--- src/logic/fcws_pkg.sv ---
// constants shared by the flash host controller files
// Functional notes
// - command cycles are writes, except reads noted
// - read-mode bank returns array data directly
// - reset command leaves identification or timeout state
// - identification read presents the bank address
// - bypass program needs entry; bypass reset leaves
// - erase suspend only during sector erase; the flash model also takes it during chip erase
// - full byte valid only on a later read
package fcws_pkg;
	localparam int FL_AW = 21;
	localparam int FL_DW = 16;
	localparam int SW_AW = 8;
	localparam int SW_DW = 32;

	// software register byte offsets
	localparam logic [7:0] REG_CTRL   = 8'h00;
	localparam logic [7:0] REG_ADDR   = 8'h04;
	localparam logic [7:0] REG_DATA   = 8'h08;
	localparam logic [7:0] REG_STATUS = 8'h0c;
	localparam logic [7:0] REG_RESULT = 8'h10;

	// status field positions
	localparam int ST_BUSY   = 0;
	localparam int ST_DONE   = 1;
	localparam int ST_FAIL   = 2;
	localparam int ST_READY  = 3;
	localparam int ST_ETIMER = 4;
	localparam int ST_TOUT   = 5;

	// status bit positions in the flash data word
	localparam int POLL_BIT   = 7;
	localparam int TOG1_BIT   = 6;
	localparam int TOUT_BIT   = 5;
	localparam int ETIMER_BIT = 3;

	// operation codes written to the control register
	typedef enum logic [3:0] {
		OP_READ       = 4'h0,
		OP_PROGRAM    = 4'h1,
		OP_SECT_ERASE = 4'h2,
		OP_CHIP_ERASE = 4'h3,
		OP_SUSPEND    = 4'h4,
		OP_RESUME     = 4'h5,
		OP_RESET      = 4'h6,
		OP_IDENT      = 4'h7,
		OP_BYP_ENTER  = 4'h8,
		OP_BYP_PROG   = 4'h9,
		OP_BYP_RESET  = 4'ha
	} fcws_op_t;

	// command values
	localparam logic [7:0] CMD_UNLOCK1  = 8'haa;
	localparam logic [7:0] CMD_UNLOCK2  = 8'h55;
	localparam logic [7:0] CMD_PROGRAM  = 8'ha0;
	localparam logic [7:0] CMD_ERASE    = 8'h80;
	localparam logic [7:0] CMD_SECTOR   = 8'h30;
	localparam logic [7:0] CMD_CHIP     = 8'h10;
	localparam logic [7:0] CMD_SUSPEND  = 8'hb0;
	localparam logic [7:0] CMD_RESUME   = 8'h30;
	localparam logic [7:0] CMD_RESET    = 8'hf0;
	localparam logic [7:0] CMD_IDENT    = 8'h90;
	localparam logic [7:0] CMD_BYPASS   = 8'h20;
	localparam logic [7:0] CMD_BYP_EXIT = 8'h00;
	localparam logic [10:0] UNLOCK_ADDR1 = 11'h555;
	localparam logic [10:0] UNLOCK_ADDR2 = 11'h2aa;

	// bus cycle timing
	localparam int CLK_MHZ      = 25;
	localparam int T_WE_NS      = 35;
	localparam int T_ACCESS_NS  = 90;
	localparam int SYNC_STAGES  = 2;
	localparam int WE_CYC_RAW   = (T_WE_NS * CLK_MHZ + 999) / 1000;
	localparam int ACC_CYC_RAW  = (T_ACCESS_NS * CLK_MHZ + 999) / 1000;
	localparam int WE_CYC       = (WE_CYC_RAW < 1) ? 1 : WE_CYC_RAW;
	localparam int RD_CYC       = ACC_CYC_RAW + SYNC_STAGES + 1;
	localparam logic [3:0] WE_CNT = 4'(WE_CYC - 1);
	localparam logic [3:0] RD_CNT = 4'(RD_CYC - 1);
endpackage

--- src/logic/fcws_bus_cycle.sv ---
// one asynchronous flash read or write cycle from the system clock
`timescale 1ns/10ps
`default_nettype none
module fcws_bus_cycle (
	input  wire logic                      sys_clk_in,
	input  wire logic                      sys_rst_in,
	input  wire logic                      start_in,
	input  wire logic                      is_read_in,
	input  wire logic [fcws_pkg::FL_AW-1:0] addr_in,
	input  wire logic [fcws_pkg::FL_DW-1:0] data_in,
	input  wire logic [fcws_pkg::FL_DW-1:0] fl_dq_in,
	output logic                           done_out,
	output logic [fcws_pkg::FL_DW-1:0]      rdata_out,
	output logic [fcws_pkg::FL_AW-1:0]      fl_addr_out,
	output logic [fcws_pkg::FL_DW-1:0]      fl_dq_out,
	output logic                           fl_dq_oe_out,
	output logic                           fl_we_n_out,
	output logic                           fl_oe_n_out,
	output logic                           fl_ce_n_out
);
	import fcws_pkg::*;

	typedef enum logic [3:0] {
		E_IDLE  = 4'b0001,
		E_SETUP = 4'b0010,
		E_PULSE = 4'b0100,
		E_HOLD  = 4'b1000
	} fcws_eng_t;

	fcws_eng_t          st_q, st_d;
	logic [3:0]         cnt_q, cnt_d;
	logic               rd_q, rd_d;
	logic [FL_AW-1:0]   addr_q, addr_d;
	logic [FL_DW-1:0]   dout_q, dout_d;
	logic               oe_q, oe_d;
	logic               we_n_q, we_n_d;
	logic               oe_n_q, oe_n_d;
	logic               ce_n_q, ce_n_d;
	logic               done_q, done_d;
	logic [FL_DW-1:0]   rdata_q, rdata_d;
	logic [FL_DW-1:0]   dq_s1_q;
	logic [FL_DW-1:0]   dq_s2_q;

	// cycle phases; select drops every cycle so each read ends cleanly
	always_comb
	begin
		st_d = st_q;
		cnt_d = cnt_q;
		rd_d = rd_q;
		addr_d = addr_q;
		dout_d = dout_q;
		oe_d = oe_q;
		we_n_d = we_n_q;
		oe_n_d = oe_n_q;
		ce_n_d = ce_n_q;
		done_d = 1'b0;
		rdata_d = rdata_q;
		case (st_q)
			E_IDLE:
			begin
				if (start_in)
				begin
					rd_d = is_read_in;
					addr_d = addr_in;
					dout_d = data_in;
					ce_n_d = 1'b0;
					oe_d = ~is_read_in;
					st_d = E_SETUP;
				end
			end
			E_SETUP:
			begin
				// address settled before the later falling strobe
				cnt_d = rd_q ? RD_CNT : WE_CNT;
				oe_n_d = ~rd_q;
				we_n_d = rd_q;
				st_d = E_PULSE;
			end
			E_PULSE:
			begin
				if (cnt_q == 4'h0)
				begin
					we_n_d = 1'b1;
					oe_n_d = 1'b1;
					if (rd_q)
						rdata_d = dq_s2_q;
					st_d = E_HOLD;
				end
				else
					cnt_d = cnt_q - 4'h1;
			end
			E_HOLD:
			begin
				// data still driven past the rising strobe edge
				ce_n_d = 1'b1;
				oe_d = 1'b0;
				done_d = 1'b1;
				st_d = E_IDLE;
			end
			default:
				st_d = E_IDLE;
		endcase
	end

	// registers; the data pins are synchronised before capture
	always_ff @(posedge sys_clk_in)
	begin
		dq_s1_q <= fl_dq_in;
		dq_s2_q <= dq_s1_q;
		if (sys_rst_in)
		begin
			st_q <= E_IDLE;
			cnt_q <= 4'h0;
			rd_q <= 1'b0;
			addr_q <= '0;
			dout_q <= '0;
			oe_q <= 1'b0;
			we_n_q <= 1'b1;
			oe_n_q <= 1'b1;
			ce_n_q <= 1'b1;
			done_q <= 1'b0;
			rdata_q <= '0;
		end
		else
		begin
			st_q <= st_d;
			cnt_q <= cnt_d;
			rd_q <= rd_d;
			addr_q <= addr_d;
			dout_q <= dout_d;
			oe_q <= oe_d;
			we_n_q <= we_n_d;
			oe_n_q <= oe_n_d;
			ce_n_q <= ce_n_d;
			done_q <= done_d;
			rdata_q <= rdata_d;
		end
	end

	assign done_out = done_q;
	assign rdata_out = rdata_q;
	assign fl_addr_out = addr_q;
	assign fl_dq_out = dout_q;
	assign fl_dq_oe_out = oe_q;
	assign fl_we_n_out = we_n_q;
	assign fl_oe_n_out = oe_n_q;
	assign fl_ce_n_out = ce_n_q;
endmodule
`default_nettype wire

--- src/logic/fcws_host.sv ---
// host controller: command sequences and write status polling
`timescale 1ns/10ps
`default_nettype none
module fcws_host (
	input  wire logic                      sys_clk_in,
	input  wire logic                      sys_rst_in,
	input  wire logic [fcws_pkg::SW_AW-1:0] sw_addr_in,
	input  wire logic [fcws_pkg::SW_DW-1:0] sw_wdata_in,
	input  wire logic                      sw_wr_in,
	input  wire logic                      sw_rd_in,
	output logic [fcws_pkg::SW_DW-1:0]      sw_rdata_out,
	output logic [fcws_pkg::FL_AW-1:0]      fl_addr_out,
	input  wire logic [fcws_pkg::FL_DW-1:0] fl_dq_in,
	output logic [fcws_pkg::FL_DW-1:0]      fl_dq_out,
	output logic                           fl_dq_oe_out,
	output logic                           fl_we_n_out,
	output logic                           fl_oe_n_out,
	output logic                           fl_ce_n_out,
	input  wire logic                      ready_busy_open_drain_n_in
);
	import fcws_pkg::*;

	typedef enum logic [4:0] {
		M_IDLE  = 5'b00001,
		M_SEQ   = 5'b00010,
		M_POLL  = 5'b00100,
		M_FINAL = 5'b01000,
		M_ABORT = 5'b10000
	} fcws_main_t;

	fcws_main_t         st_q, st_d;
	fcws_op_t           op_q, op_d;
	logic [FL_AW-1:0]   addr_q, addr_d;
	logic [FL_DW-1:0]   data_q, data_d;
	logic [2:0]         step_q, step_d;
	logic               fly_q, fly_d;
	logic               go_q, go_d;
	logic               pcnt_q, pcnt_d;
	logic               tog_q, tog_d;
	logic               tseen_q, tseen_d;
	logic               done_q, done_d;
	logic               fail_q, fail_d;
	logic               etimer_q, etimer_d;
	logic [FL_DW-1:0]   result_q, result_d;
	logic [SW_DW-1:0]   rdata_q, rdata_d;
	logic               rdy_s1_q;
	logic               rdy_s2_q;

	logic               seq_rd;
	logic               seq_last;
	logic [FL_AW-1:0]   seq_addr;
	logic [7:0]         seq_cmd;
	logic               seq_full;
	logic               cyc_rd;
	logic [FL_AW-1:0]   cyc_addr;
	logic [FL_DW-1:0]   cyc_data;
	logic               cyc_done;
	logic [FL_DW-1:0]   cyc_rdata;
	logic               poll_op;
	logic [FL_AW-1:0]   bank_base;
	logic [FL_AW-1:0]   plain_base;

	// high bits zero on unlock cycles, bank bits where the bank matters
	assign plain_base = '0;
	assign bank_base = {addr_q[FL_AW-1:11], 11'h000};
	assign poll_op = (op_q == OP_PROGRAM) || (op_q == OP_BYP_PROG) ||
		(op_q == OP_SECT_ERASE) || (op_q == OP_CHIP_ERASE);

	// command sequence table indexed by operation and step
	always_comb
	begin
		seq_rd = 1'b0;
		seq_last = 1'b0;
		seq_full = 1'b0;
		seq_addr = plain_base;
		seq_cmd = CMD_RESET;
		if (step_q == 3'h0 && op_q != OP_READ && op_q != OP_SUSPEND &&
			op_q != OP_RESUME && op_q != OP_RESET && op_q != OP_BYP_PROG &&
			op_q != OP_BYP_RESET)
		begin
			seq_addr = {plain_base[FL_AW-1:11], UNLOCK_ADDR1};
			seq_cmd = CMD_UNLOCK1;
		end
		else if (step_q == 3'h1 && (op_q == OP_PROGRAM ||
			op_q == OP_SECT_ERASE || op_q == OP_CHIP_ERASE ||
			op_q == OP_IDENT || op_q == OP_BYP_ENTER))
		begin
			seq_addr = {plain_base[FL_AW-1:11], UNLOCK_ADDR2};
			seq_cmd = CMD_UNLOCK2;
		end
		else
		begin
			case (op_q)
				OP_READ:
				begin
					seq_rd = 1'b1;
					seq_last = 1'b1;
					seq_addr = addr_q;
				end
				OP_PROGRAM, OP_BYP_PROG:
				begin
					// bypass form is only legal after bypass entry
					if ((op_q == OP_PROGRAM) ? (step_q == 3'h2)
						: (step_q == 3'h0))
					begin
						// full form must hit the unlock address; bypass form
						// takes any address
						seq_cmd = CMD_PROGRAM;
						if (op_q == OP_PROGRAM)
							seq_addr = {plain_base[FL_AW-1:11], UNLOCK_ADDR1};
					end
					else
					begin
						seq_addr = addr_q;
						seq_full = 1'b1;
						seq_last = 1'b1;
					end
				end
				OP_SECT_ERASE, OP_CHIP_ERASE:
				begin
					case (step_q)
						3'h2: seq_cmd = CMD_ERASE;
						3'h3: seq_cmd = CMD_UNLOCK1;
						3'h4: seq_cmd = CMD_UNLOCK2;
						default:
						begin
							seq_last = 1'b1;
							seq_cmd = (op_q == OP_SECT_ERASE) ? CMD_SECTOR
								: CMD_CHIP;
							// sector chosen by bits 20..12 of addr_q
							if (op_q == OP_SECT_ERASE)
								seq_addr = {addr_q[20:12], 12'h000};
						end
					endcase
					if (step_q == 3'h2)
						seq_addr = {plain_base[FL_AW-1:11], UNLOCK_ADDR1};
					else if (step_q == 3'h3)
						seq_addr = {plain_base[FL_AW-1:11], UNLOCK_ADDR1};
					else if (step_q == 3'h4)
						seq_addr = {plain_base[FL_AW-1:11], UNLOCK_ADDR2};
					else if (op_q == OP_CHIP_ERASE)
						seq_addr = {plain_base[FL_AW-1:11], UNLOCK_ADDR1};
				end
				OP_IDENT:
				begin
					if (step_q == 3'h2)
					begin
						seq_addr = {bank_base[FL_AW-1:11], UNLOCK_ADDR1};
						seq_cmd = CMD_IDENT;
					end
					else
					begin
						seq_rd = 1'b1;
						seq_addr = addr_q;
						seq_last = 1'b1;
					end
				end
				OP_BYP_ENTER:
				begin
					seq_addr = {plain_base[FL_AW-1:11], UNLOCK_ADDR1};
					seq_cmd = CMD_BYPASS;
					seq_last = 1'b1;
				end
				OP_BYP_RESET:
				begin
					seq_addr = (step_q == 3'h0) ? bank_base : plain_base;
					seq_cmd = (step_q == 3'h0) ? CMD_IDENT : CMD_BYP_EXIT;
					seq_last = (step_q != 3'h0);
				end
				OP_SUSPEND, OP_RESUME:
				begin
					seq_addr = bank_base;
					seq_cmd = (op_q == OP_SUSPEND) ? CMD_SUSPEND : CMD_RESUME;
					seq_last = 1'b1;
				end
				default:
				begin
					seq_cmd = CMD_RESET;
					seq_last = 1'b1;
				end
			endcase
		end
	end

	// cycle handed to the engine; command bytes carry a zero upper byte
	always_comb
	begin
		cyc_rd = 1'b1;
		cyc_addr = addr_q;
		cyc_data = '0;
		case (st_q)
			M_SEQ:
			begin
				cyc_rd = seq_rd;
				cyc_addr = seq_addr;
				cyc_data = seq_full ? data_q : {8'h00, seq_cmd};
			end
			M_ABORT:
			begin
				cyc_rd = 1'b0;
				cyc_addr = plain_base;
				cyc_data = {8'h00, CMD_RESET};
			end
			default:
			begin
				cyc_rd = 1'b1;
				cyc_addr = addr_q;
			end
		endcase
	end

	// sequencer and toggle polling
	always_comb
	begin
		st_d = st_q;
		op_d = op_q;
		addr_d = addr_q;
		data_d = data_q;
		step_d = step_q;
		fly_d = fly_q;
		go_d = 1'b0;
		pcnt_d = pcnt_q;
		tog_d = tog_q;
		tseen_d = tseen_q;
		done_d = done_q;
		fail_d = fail_q;
		etimer_d = etimer_q;
		result_d = result_q;
		rdata_d = '0;
		if (st_q != M_IDLE && !fly_q && !go_q)
		begin
			go_d = 1'b1;
			fly_d = 1'b1;
		end
		if (cyc_done)
			fly_d = 1'b0;
		case (st_q)
			M_IDLE:
			begin
				if (sw_wr_in && sw_addr_in == REG_CTRL)
				begin
					op_d = fcws_op_t'(sw_wdata_in[3:0]);
					step_d = 3'h0;
					done_d = 1'b0;
					fail_d = 1'b0;
					etimer_d = 1'b0;
					st_d = M_SEQ;
				end
				if (sw_wr_in && sw_addr_in == REG_ADDR)
					addr_d = sw_wdata_in[FL_AW-1:0];
				if (sw_wr_in && sw_addr_in == REG_DATA)
					data_d = sw_wdata_in[FL_DW-1:0];
			end
			M_SEQ:
			begin
				if (cyc_done)
				begin
					if (!seq_last)
						step_d = step_q + 3'h1;
					else if (poll_op)
					begin
						pcnt_d = 1'b0;
						tseen_d = 1'b0;
						st_d = M_POLL;
					end
					else
					begin
						if (seq_rd)
							result_d = cyc_rdata;
						done_d = 1'b1;
						st_d = M_IDLE;
					end
				end
			end
			M_POLL:
			begin
				// two reads in a row decide whether the bit still toggles
				if (cyc_done)
				begin
					tog_d = cyc_rdata[TOG1_BIT];
					pcnt_d = 1'b1;
					if (cyc_rdata[ETIMER_BIT])
						etimer_d = 1'b1;
					if (pcnt_q && cyc_rdata[TOG1_BIT] == tog_q)
						st_d = M_FINAL;
					else if (pcnt_q && tseen_q)
						st_d = M_ABORT;
					else if (pcnt_q && cyc_rdata[TOUT_BIT])
					begin
						// toggle may stop just as the flag rises: recheck
						tseen_d = 1'b1;
						pcnt_d = 1'b0;
					end
				end
			end
			M_FINAL:
			begin
				// polling bit can settle early; take the byte a read later
				if (cyc_done)
				begin
					result_d = cyc_rdata;
					done_d = 1'b1;
					st_d = M_IDLE;
				end
			end
			M_ABORT:
			begin
				if (cyc_done)
				begin
					fail_d = 1'b1;
					done_d = 1'b1;
					st_d = M_IDLE;
				end
			end
			default:
				st_d = M_IDLE;
		endcase
		// register read port
		if (sw_rd_in)
		begin
			case (sw_addr_in)
				REG_CTRL:
					rdata_d = {28'h0000000, op_q};
				REG_ADDR:
					rdata_d = {11'h000, addr_q};
				REG_DATA:
					rdata_d = {16'h0000, data_q};
				REG_STATUS:
				begin
					rdata_d[ST_BUSY] = (st_q != M_IDLE);
					rdata_d[ST_DONE] = done_q;
					rdata_d[ST_FAIL] = fail_q;
					rdata_d[ST_READY] = rdy_s2_q;
					rdata_d[ST_ETIMER] = etimer_q;
					rdata_d[ST_TOUT] = tseen_q;
				end
				REG_RESULT:
					rdata_d = {16'h0000, result_q};
				default:
					rdata_d = '0;
			endcase
		end
	end

	// state registers; ready pin passes two flip-flops first
	always_ff @(posedge sys_clk_in)
	begin
		rdy_s1_q <= ready_busy_open_drain_n_in;
		rdy_s2_q <= rdy_s1_q;
		if (sys_rst_in)
		begin
			st_q <= M_IDLE;
			op_q <= OP_READ;
			addr_q <= '0;
			data_q <= '0;
			step_q <= 3'h0;
			fly_q <= 1'b0;
			go_q <= 1'b0;
			pcnt_q <= 1'b0;
			tog_q <= 1'b0;
			tseen_q <= 1'b0;
			done_q <= 1'b0;
			fail_q <= 1'b0;
			etimer_q <= 1'b0;
			result_q <= '0;
			rdata_q <= '0;
		end
		else
		begin
			st_q <= st_d;
			op_q <= op_d;
			addr_q <= addr_d;
			data_q <= data_d;
			step_q <= step_d;
			fly_q <= fly_d;
			go_q <= go_d;
			pcnt_q <= pcnt_d;
			tog_q <= tog_d;
			tseen_q <= tseen_d;
			done_q <= done_d;
			fail_q <= fail_d;
			etimer_q <= etimer_d;
			result_q <= result_d;
			rdata_q <= rdata_d;
		end
	end

	assign sw_rdata_out = rdata_q;

	fcws_bus_cycle u_cycle (
		.sys_clk_in   (sys_clk_in),
		.sys_rst_in   (sys_rst_in),
		.start_in     (go_q),
		.is_read_in   (cyc_rd),
		.addr_in      (cyc_addr),
		.data_in      (cyc_data),
		.fl_dq_in     (fl_dq_in),
		.done_out     (cyc_done),
		.rdata_out    (cyc_rdata),
		.fl_addr_out  (fl_addr_out),
		.fl_dq_out    (fl_dq_out),
		.fl_dq_oe_out (fl_dq_oe_out),
		.fl_we_n_out  (fl_we_n_out),
		.fl_oe_n_out  (fl_oe_n_out),
		.fl_ce_n_out  (fl_ce_n_out)
	);
endmodule
`default_nettype wire

--- config.mk ---
export PLATFORM = sky130hd
export DESIGN_NAME = fcws_host
export DESIGN_NICKNAME = d
export VERILOG_FILES = /design/src/logic/fcws_pkg.sv /design/src/logic/fcws_bus_cycle.sv /design/src/logic/fcws_host.sv
export SDC_FILE = /design/constraint.sdc
export NUM_CORES = 1
export LEC_CHECK = 0
export BUFFER_PORTS_ARGS = -buffer_cell sky130_fd_sc_hd__buf_4
export CORE_UTILIZATION = 25
export CTS_CLUSTER_DIAMETER = 100
export CTS_CLUSTER_SIZE = 30
export DETAILED_ROUTE_END_ITERATION = 7
export GPL_TIMING_DRIVEN = 0
export PLACE_DENSITY = 0.52
export SLEW_MARGIN = 15
export SYNTH_ARGS = -nofsm -noshare
export SYNTH_HDL_FRONTEND = slang
export SYNTH_HIERARCHICAL = 1
export SYNTH_SLANG_ARGS = --single-unit
--- constraint.sdc ---
create_clock -name sys_clk_in -period 2.63 [get_ports sys_clk_in]
set_input_delay 0.6575 -clock sys_clk_in [delete_from_list [all_inputs] [get_ports sys_clk_in]]
set_output_delay 0.6575 -clock sys_clk_in [all_outputs]
set_load 0.03 [all_outputs]
======== Word-level counts from Yosys, hierarchy flattened ========
Index checks and enable logic that the tools add are counted.
cells by class
  $add $sub $neg .......................... 2
  equality and inequality tests ........... 52
  multiplexer cells ....................... 97
  bitwise gates (word level) .............. 3
  reductions and logical operators ........ 63
operators by type and width
  kind                                                  number
  2-to-1 mux 21 bit                                     9
  one-hot mux 21 bit (7 select lines)                   1
  2-to-1 mux 16 bit                                     6
  one-hot mux 16 bit (2 select lines)                   2
  one-hot mux 8 bit (6 select lines)                    1
  one-hot mux 15 bit (3 select lines)                   1
  one-hot mux 21 bit (2 select lines)                   1
  2-to-1 mux 5 bit                                      7
  2-to-1 mux 1 bit                                      34
  2-to-1 mux 8 bit                                      4
  one-hot mux 6 bit (5 select lines)                    1
  one-hot mux 8 bit (3 select lines)                    1
  2-to-1 mux 11 bit                                     2
  != test 2 bit (second input constant)                 11
  one-hot mux 1 bit (2 select lines)                    10
  one-hot mux 5 bit (4 select lines)                    1
  AND reduction 2 bit                                   9
  AND reduction 6 bit                                   3
  equality test 4 x 3 -> 1 bit (second input constant)  4
  equality test 4 bit (second input constant)           4
  equality test 8 x 4 -> 1 bit (second input constant)  2
  logical AND 1 bit                                     15
  2-to-1 mux 3 bit                                      5
  2-to-1 mux 7 bit                                      2
  other kinds (42)                                      81
storage, ports and cells
  register bits after elaboration ......... 206
  output and inout port bits .............. 73

======== Logic depth before layout (Yosys ltp) ========
  depth after elaboration ................. 13
  depth in mapped cells ................... 11
  depth with buffers taken out ............ 10

======== Hierarchy ========
The synthesis kept the hierarchy.
by module, submodules not included
  module          times used  cells each  area an instance (um2)  sequential area each (um2)
  fcws_host       1           622         4932.2                  1921.8
  fcws_bus_cycle  1           311         3099.2                  1981.9

======== Worst setup path before layout ========
Ideal clock, no wire load.
  path kind ............................... in2reg
  from .................................... input port sw_addr_in[5] (netlist name)
  to ...................................... register data_q[10]
  setup time .............................. 0.070 ns
  arrival time ............................ 2.306 ns
  data required time ...................... 2.560 ns
  path slack .............................. 0.254 ns
  stages .................................. 9
  path through ............................ nor4_1 nor3b_1 and3b_1 clkbuf_1 and3_1 buf_2 buf_2 nand2_1 a21oi_1
between the ends
  longest elaborated chain between the ends .. 3
ends and longest elaborated chain
  element                        line              RTL
  start: declaration             fcws_host.sv:7    input wire logic [fcws_pkg::SW_AW-1:0] sw_addr_in,
  equality test 8 x 4 -> 1 bit   fcws_host.sv:251  if (sw_wr_in && sw_addr_in == REG_DATA)
  logical AND 1 bit              fcws_host.sv:251
  AND reduction 2 bit (no line)  -
  end signal: assignment         fcws_host.sv:373  data_q <= data_d;
  end: declaration               fcws_host.sv:34   logic [FL_DW-1:0] data_q, data_d;
No other way between the ends.
A chain may end at the register's enable or synchronous reset.

==> results by group <==
Outcome
  – Outcome: completed

Global route
  – Number of global-route vias before repair: 6675
  – Antenna violations before repair: 0
  – Global route overflow: 0
  – First-pass GRT wire length: 38700 µm
  – Largest net degree at the start of global routing: 23
  – GRT Overall Usage: 0.153

Min path
  – Hold path cells: 1
  – Worst hold path class: in2reg
  – HP Start: fl_dq_in[13]
  – Hold endpoint: u_cycle/dq_s1_q[13]$_DFF_P_

CTS
  – Hold buffers post-CTS: 0
  – Clock slew at reported path FFs: roughly 0.09 ns
  – Clock Tree Root: clkbuf_16
  – Sinks on Clock Net: 195
  – CTS tree: built
  – Clock buffer count from CTS: 17
  – CTS H-tree depth: 4
  – Clk_lat worst skew: 0.44 ns
  – Clock Path Buffers: 2

Yosys
  – Number of flops mapped to enable cells by yosys: 0
  – Top cells by count, synth: dfxtp_1, nand2_1, a21oi_1
  – Synth Instances: 933
  – Most common cell in the netlist: dfxtp_1
  – Leading area contributor after synthesis: dfxtp_1
  – Post-synthesis sequential area ratio: 0.486
  – Synth warnings: 6
  – Fraction of registers with async set/reset: 0
  – Synth top area share: 0.486
  – Synthesis-stage register bit count: 195
  – Syn avg cell area: 8.61 µm²
  – Most area-consuming cells after synthesis: dfxtp_1, nand2_1, a21oi_1
  – Synth cell types: 70
  – Post-Synthesis Cell Area: 0.00803 mm²
  – Main synth FF type: dfxtp_1

Worst setup path
  – CP Cell Sequence: or3_1 -> or2_2 -> buf_2 -> or3_4 -> o21bai_4 -> and2_1 -> nand2_1 -> a21oi_1
  – R2R Path End: u_cycle/fl_addr_out[20]$_SDFFE_PP0P_
  – Worst r2r path cells: 8
  – CP Class: reg2reg
  – Critical path data arrival time: 2.89 ns
  – CP Max Fanout: 10
  – Register-to-register setup slack: 0.10 ns
  – Setup crit end kind: register
  – CP max stage delay: around 0.45 ns
  – Crit-path leading delay family: simple AND/OR/NAND/NOR gates
  – Setup crit start kind: register
  – Slowest-stage cell, CP: or3_1
  – Reg-to-Reg Start: st_q[3]$_SDFFE_PP0P_
  – Buf+Inv Stages, Crit Path: 1
  – Crit. path cell count: 8
  – Data required, critical path: 3.00 ns

Power and ir drop
  – Maximum vdd ir drop: 0.390 mV
  – Combinational power share: 0.031
  – Leak: 4.00 nW
  – Clock share of power: 0.458
  – Switching share of power: 0.254
  – Reg power frac: 0.511
  – Net Switching: 0.00148 W
  – Int Pwr: about 0.0044 W
  – P per Cell Area: 577 mW/mm²

Die
  – Initial Utilization: 0.255
  – Num ports: between 100 and 150
  – Die area: 0.0328 mm²
  – Die Ht: 181 µm
  – Die width: 181 µm
  – Rows: 65
  – Core footprint: 0.0316 mm²

Final layout
  – Share of cells above drive strength 1: 0.199
  – Nets@finish: 1142
  – Diodes inserted: 0
  – Syn-to-layout area delta: 26.3%
  – # fillers: approximately 3400
  – Util after Layout: 0.321

Placed design
  – HPWL Detailed: 19000 µm
  – Place WS: -0.571 ns
  – Placer Congestion: 0.851
  – Input/output buffers: approximately 110

Timing
  – Fin worst setup slack: between 0.1 and 0.15 ns
  – Clk_skew: about 0.014 ns
  – Least-Margin Pin Slew: 0.761 ns
  – Final Max Tran Viols: 0
  – Headroom to the max-slew limit: 0.489
  – Hold_ws: 0.311 ns
  – Post-layout min period: between 2 and 3 ns
  – FMAX: 0.396 GHz
  – Final setup violation count: 0
  – Final Hold Viols: 0
  – RSZ-0062 raised after global routing: yes
  – Period utilisation layout: 0.960

Detailed routing
  – Wirelength per Cell: 16.7 µm
  – # DRC: 0
  – DRT iter0 DRCs: 436
  – DRT Pass-1 Iters: 6
  – ANT nets after route: 0
  – Detailed-route via count: around 7000
  – WL final: 24800 µm
  – Vias per inst: 4.69

Flow run
  – Max-capacitance violation count: 0
what timing repair did:
| item | 4_1_cts | 5_1_grt |
|---|---|---|
| setup buffers | 0 | 2 |
| gates resized for setup | 6 | 24 |
| gates cloned | 0 | 1 |
| hold endpoints to repair | 0 | 0 |
| endpoints found under the setup margin | 23 | 72 |
| pin swaps | 0 | 3 |
metrics by stage:
stage	TNS, ns	power, W	std cells	instance area [µm²]
after floorplan	0	0.00313	943	8070
after global placement	-20.35	0.00324	1456	9410
after detailed placement	-20.13	0.00324	1456	9410
after CTS	0	0.00592	1488	10100
after global routing	-0.00544	0.00606	1490	10100
final	0	0.00585	1490	10100
cells by family (layout without fill, tap and decap cells):
logic type	after synthesis	after routing	share of synthesized area
simple gates	381	381	0.222
compound gates	219	220	0.177
fa+ha+maj	7	7	0.0106
flops	195	195	0.486
xor+xnor	2	2	0.00218
mux	38	38	0.0475
buf+inv	90	234	0.0542
other cells	1	11	0.000467
placed cells by master (no fill, tap or decap), drive strengths merged, types with 11 or more instances in the layout:
master,count
a21oi,114
clkbuf,59
nor3,15
mux2i,37
nand2,183
and3,14
and2,22
nand3,14
o21ai,27
dfxtp,195
inv,24
nor2,76
a222oi,16
conb,11
buf,145
per-layer routing:
metal	routed length (µm)	track usage	vias up
met5	0	0	-
met4	512	0.0505	0
met3	1300	0.0298	32
met2	11100	0.236	219
met1	11900	0.212	3233
li1	-	-	3498
flip-flops by register name (all words and copies together) (netlist names), 5 cells and up:
signal	cells
sw_rdata_out	21
u_cycle/fl_dq_out	16
u_cycle/fl_addr_out	21
addr_q	21
u_cycle/dq_s1_q	16
result_q	16
u_cycle/dq_s2_q	16
data_q	16
st_q	5
u_cycle/rdata_out	16
area by class of cell:
cell class              instances  area [µm²]  share of cell area
plain buffers                  74         383              0.0378
clock buffers                  17         425              0.0419
clock inverters                15         193              0.0190
inverters                      15        56.3             0.00555
multi-input cells             659        3830               0.378
flip-flops and latches        195        3900               0.385
well taps                     402         503              0.0496
repair buffers                113         848              0.0837
power by group through the flow:
stage / clock, W / sequential (W) / combinational [W]
2_1_floorplan: 0 / 0.00305 / 0.0000759
3_3_place_gp: 0 / 0.00306 / 0.000180
3_5_place_dp: 0 / 0.00306 / 0.000180
4_1_cts: 0.00276 / 0.00299 / 0.000180
5_1_grt: 0.00288 / 0.00299 / 0.000193
6_report: 0.00268 / 0.00299 / 0.000180
worst max path at each step:
stage,from,end
after floorplan,sw_addr_in[5],data_q[10]$_SDFFE_PP0P_
after global placement,sw_addr_in[5],data_q[15]$_SDFFE_PP0P_
after detailed placement,sw_addr_in[5],data_q[8]$_SDFFE_PP0P_
after CTS,step_q[0]$_SDFFE_PP0P_,u_cycle/fl_addr_out[2]$_SDFFE_PP0P_
after global routing,op_q[3]$_SDFFE_PP0P_,u_cycle/fl_addr_out[2]$_SDFFE_PP0P_
final,st_q[3]$_SDFFE_PP0P_,u_cycle/fl_addr_out[20]$_SDFFE_PP0P_
(Power assumes the default switching activity.)
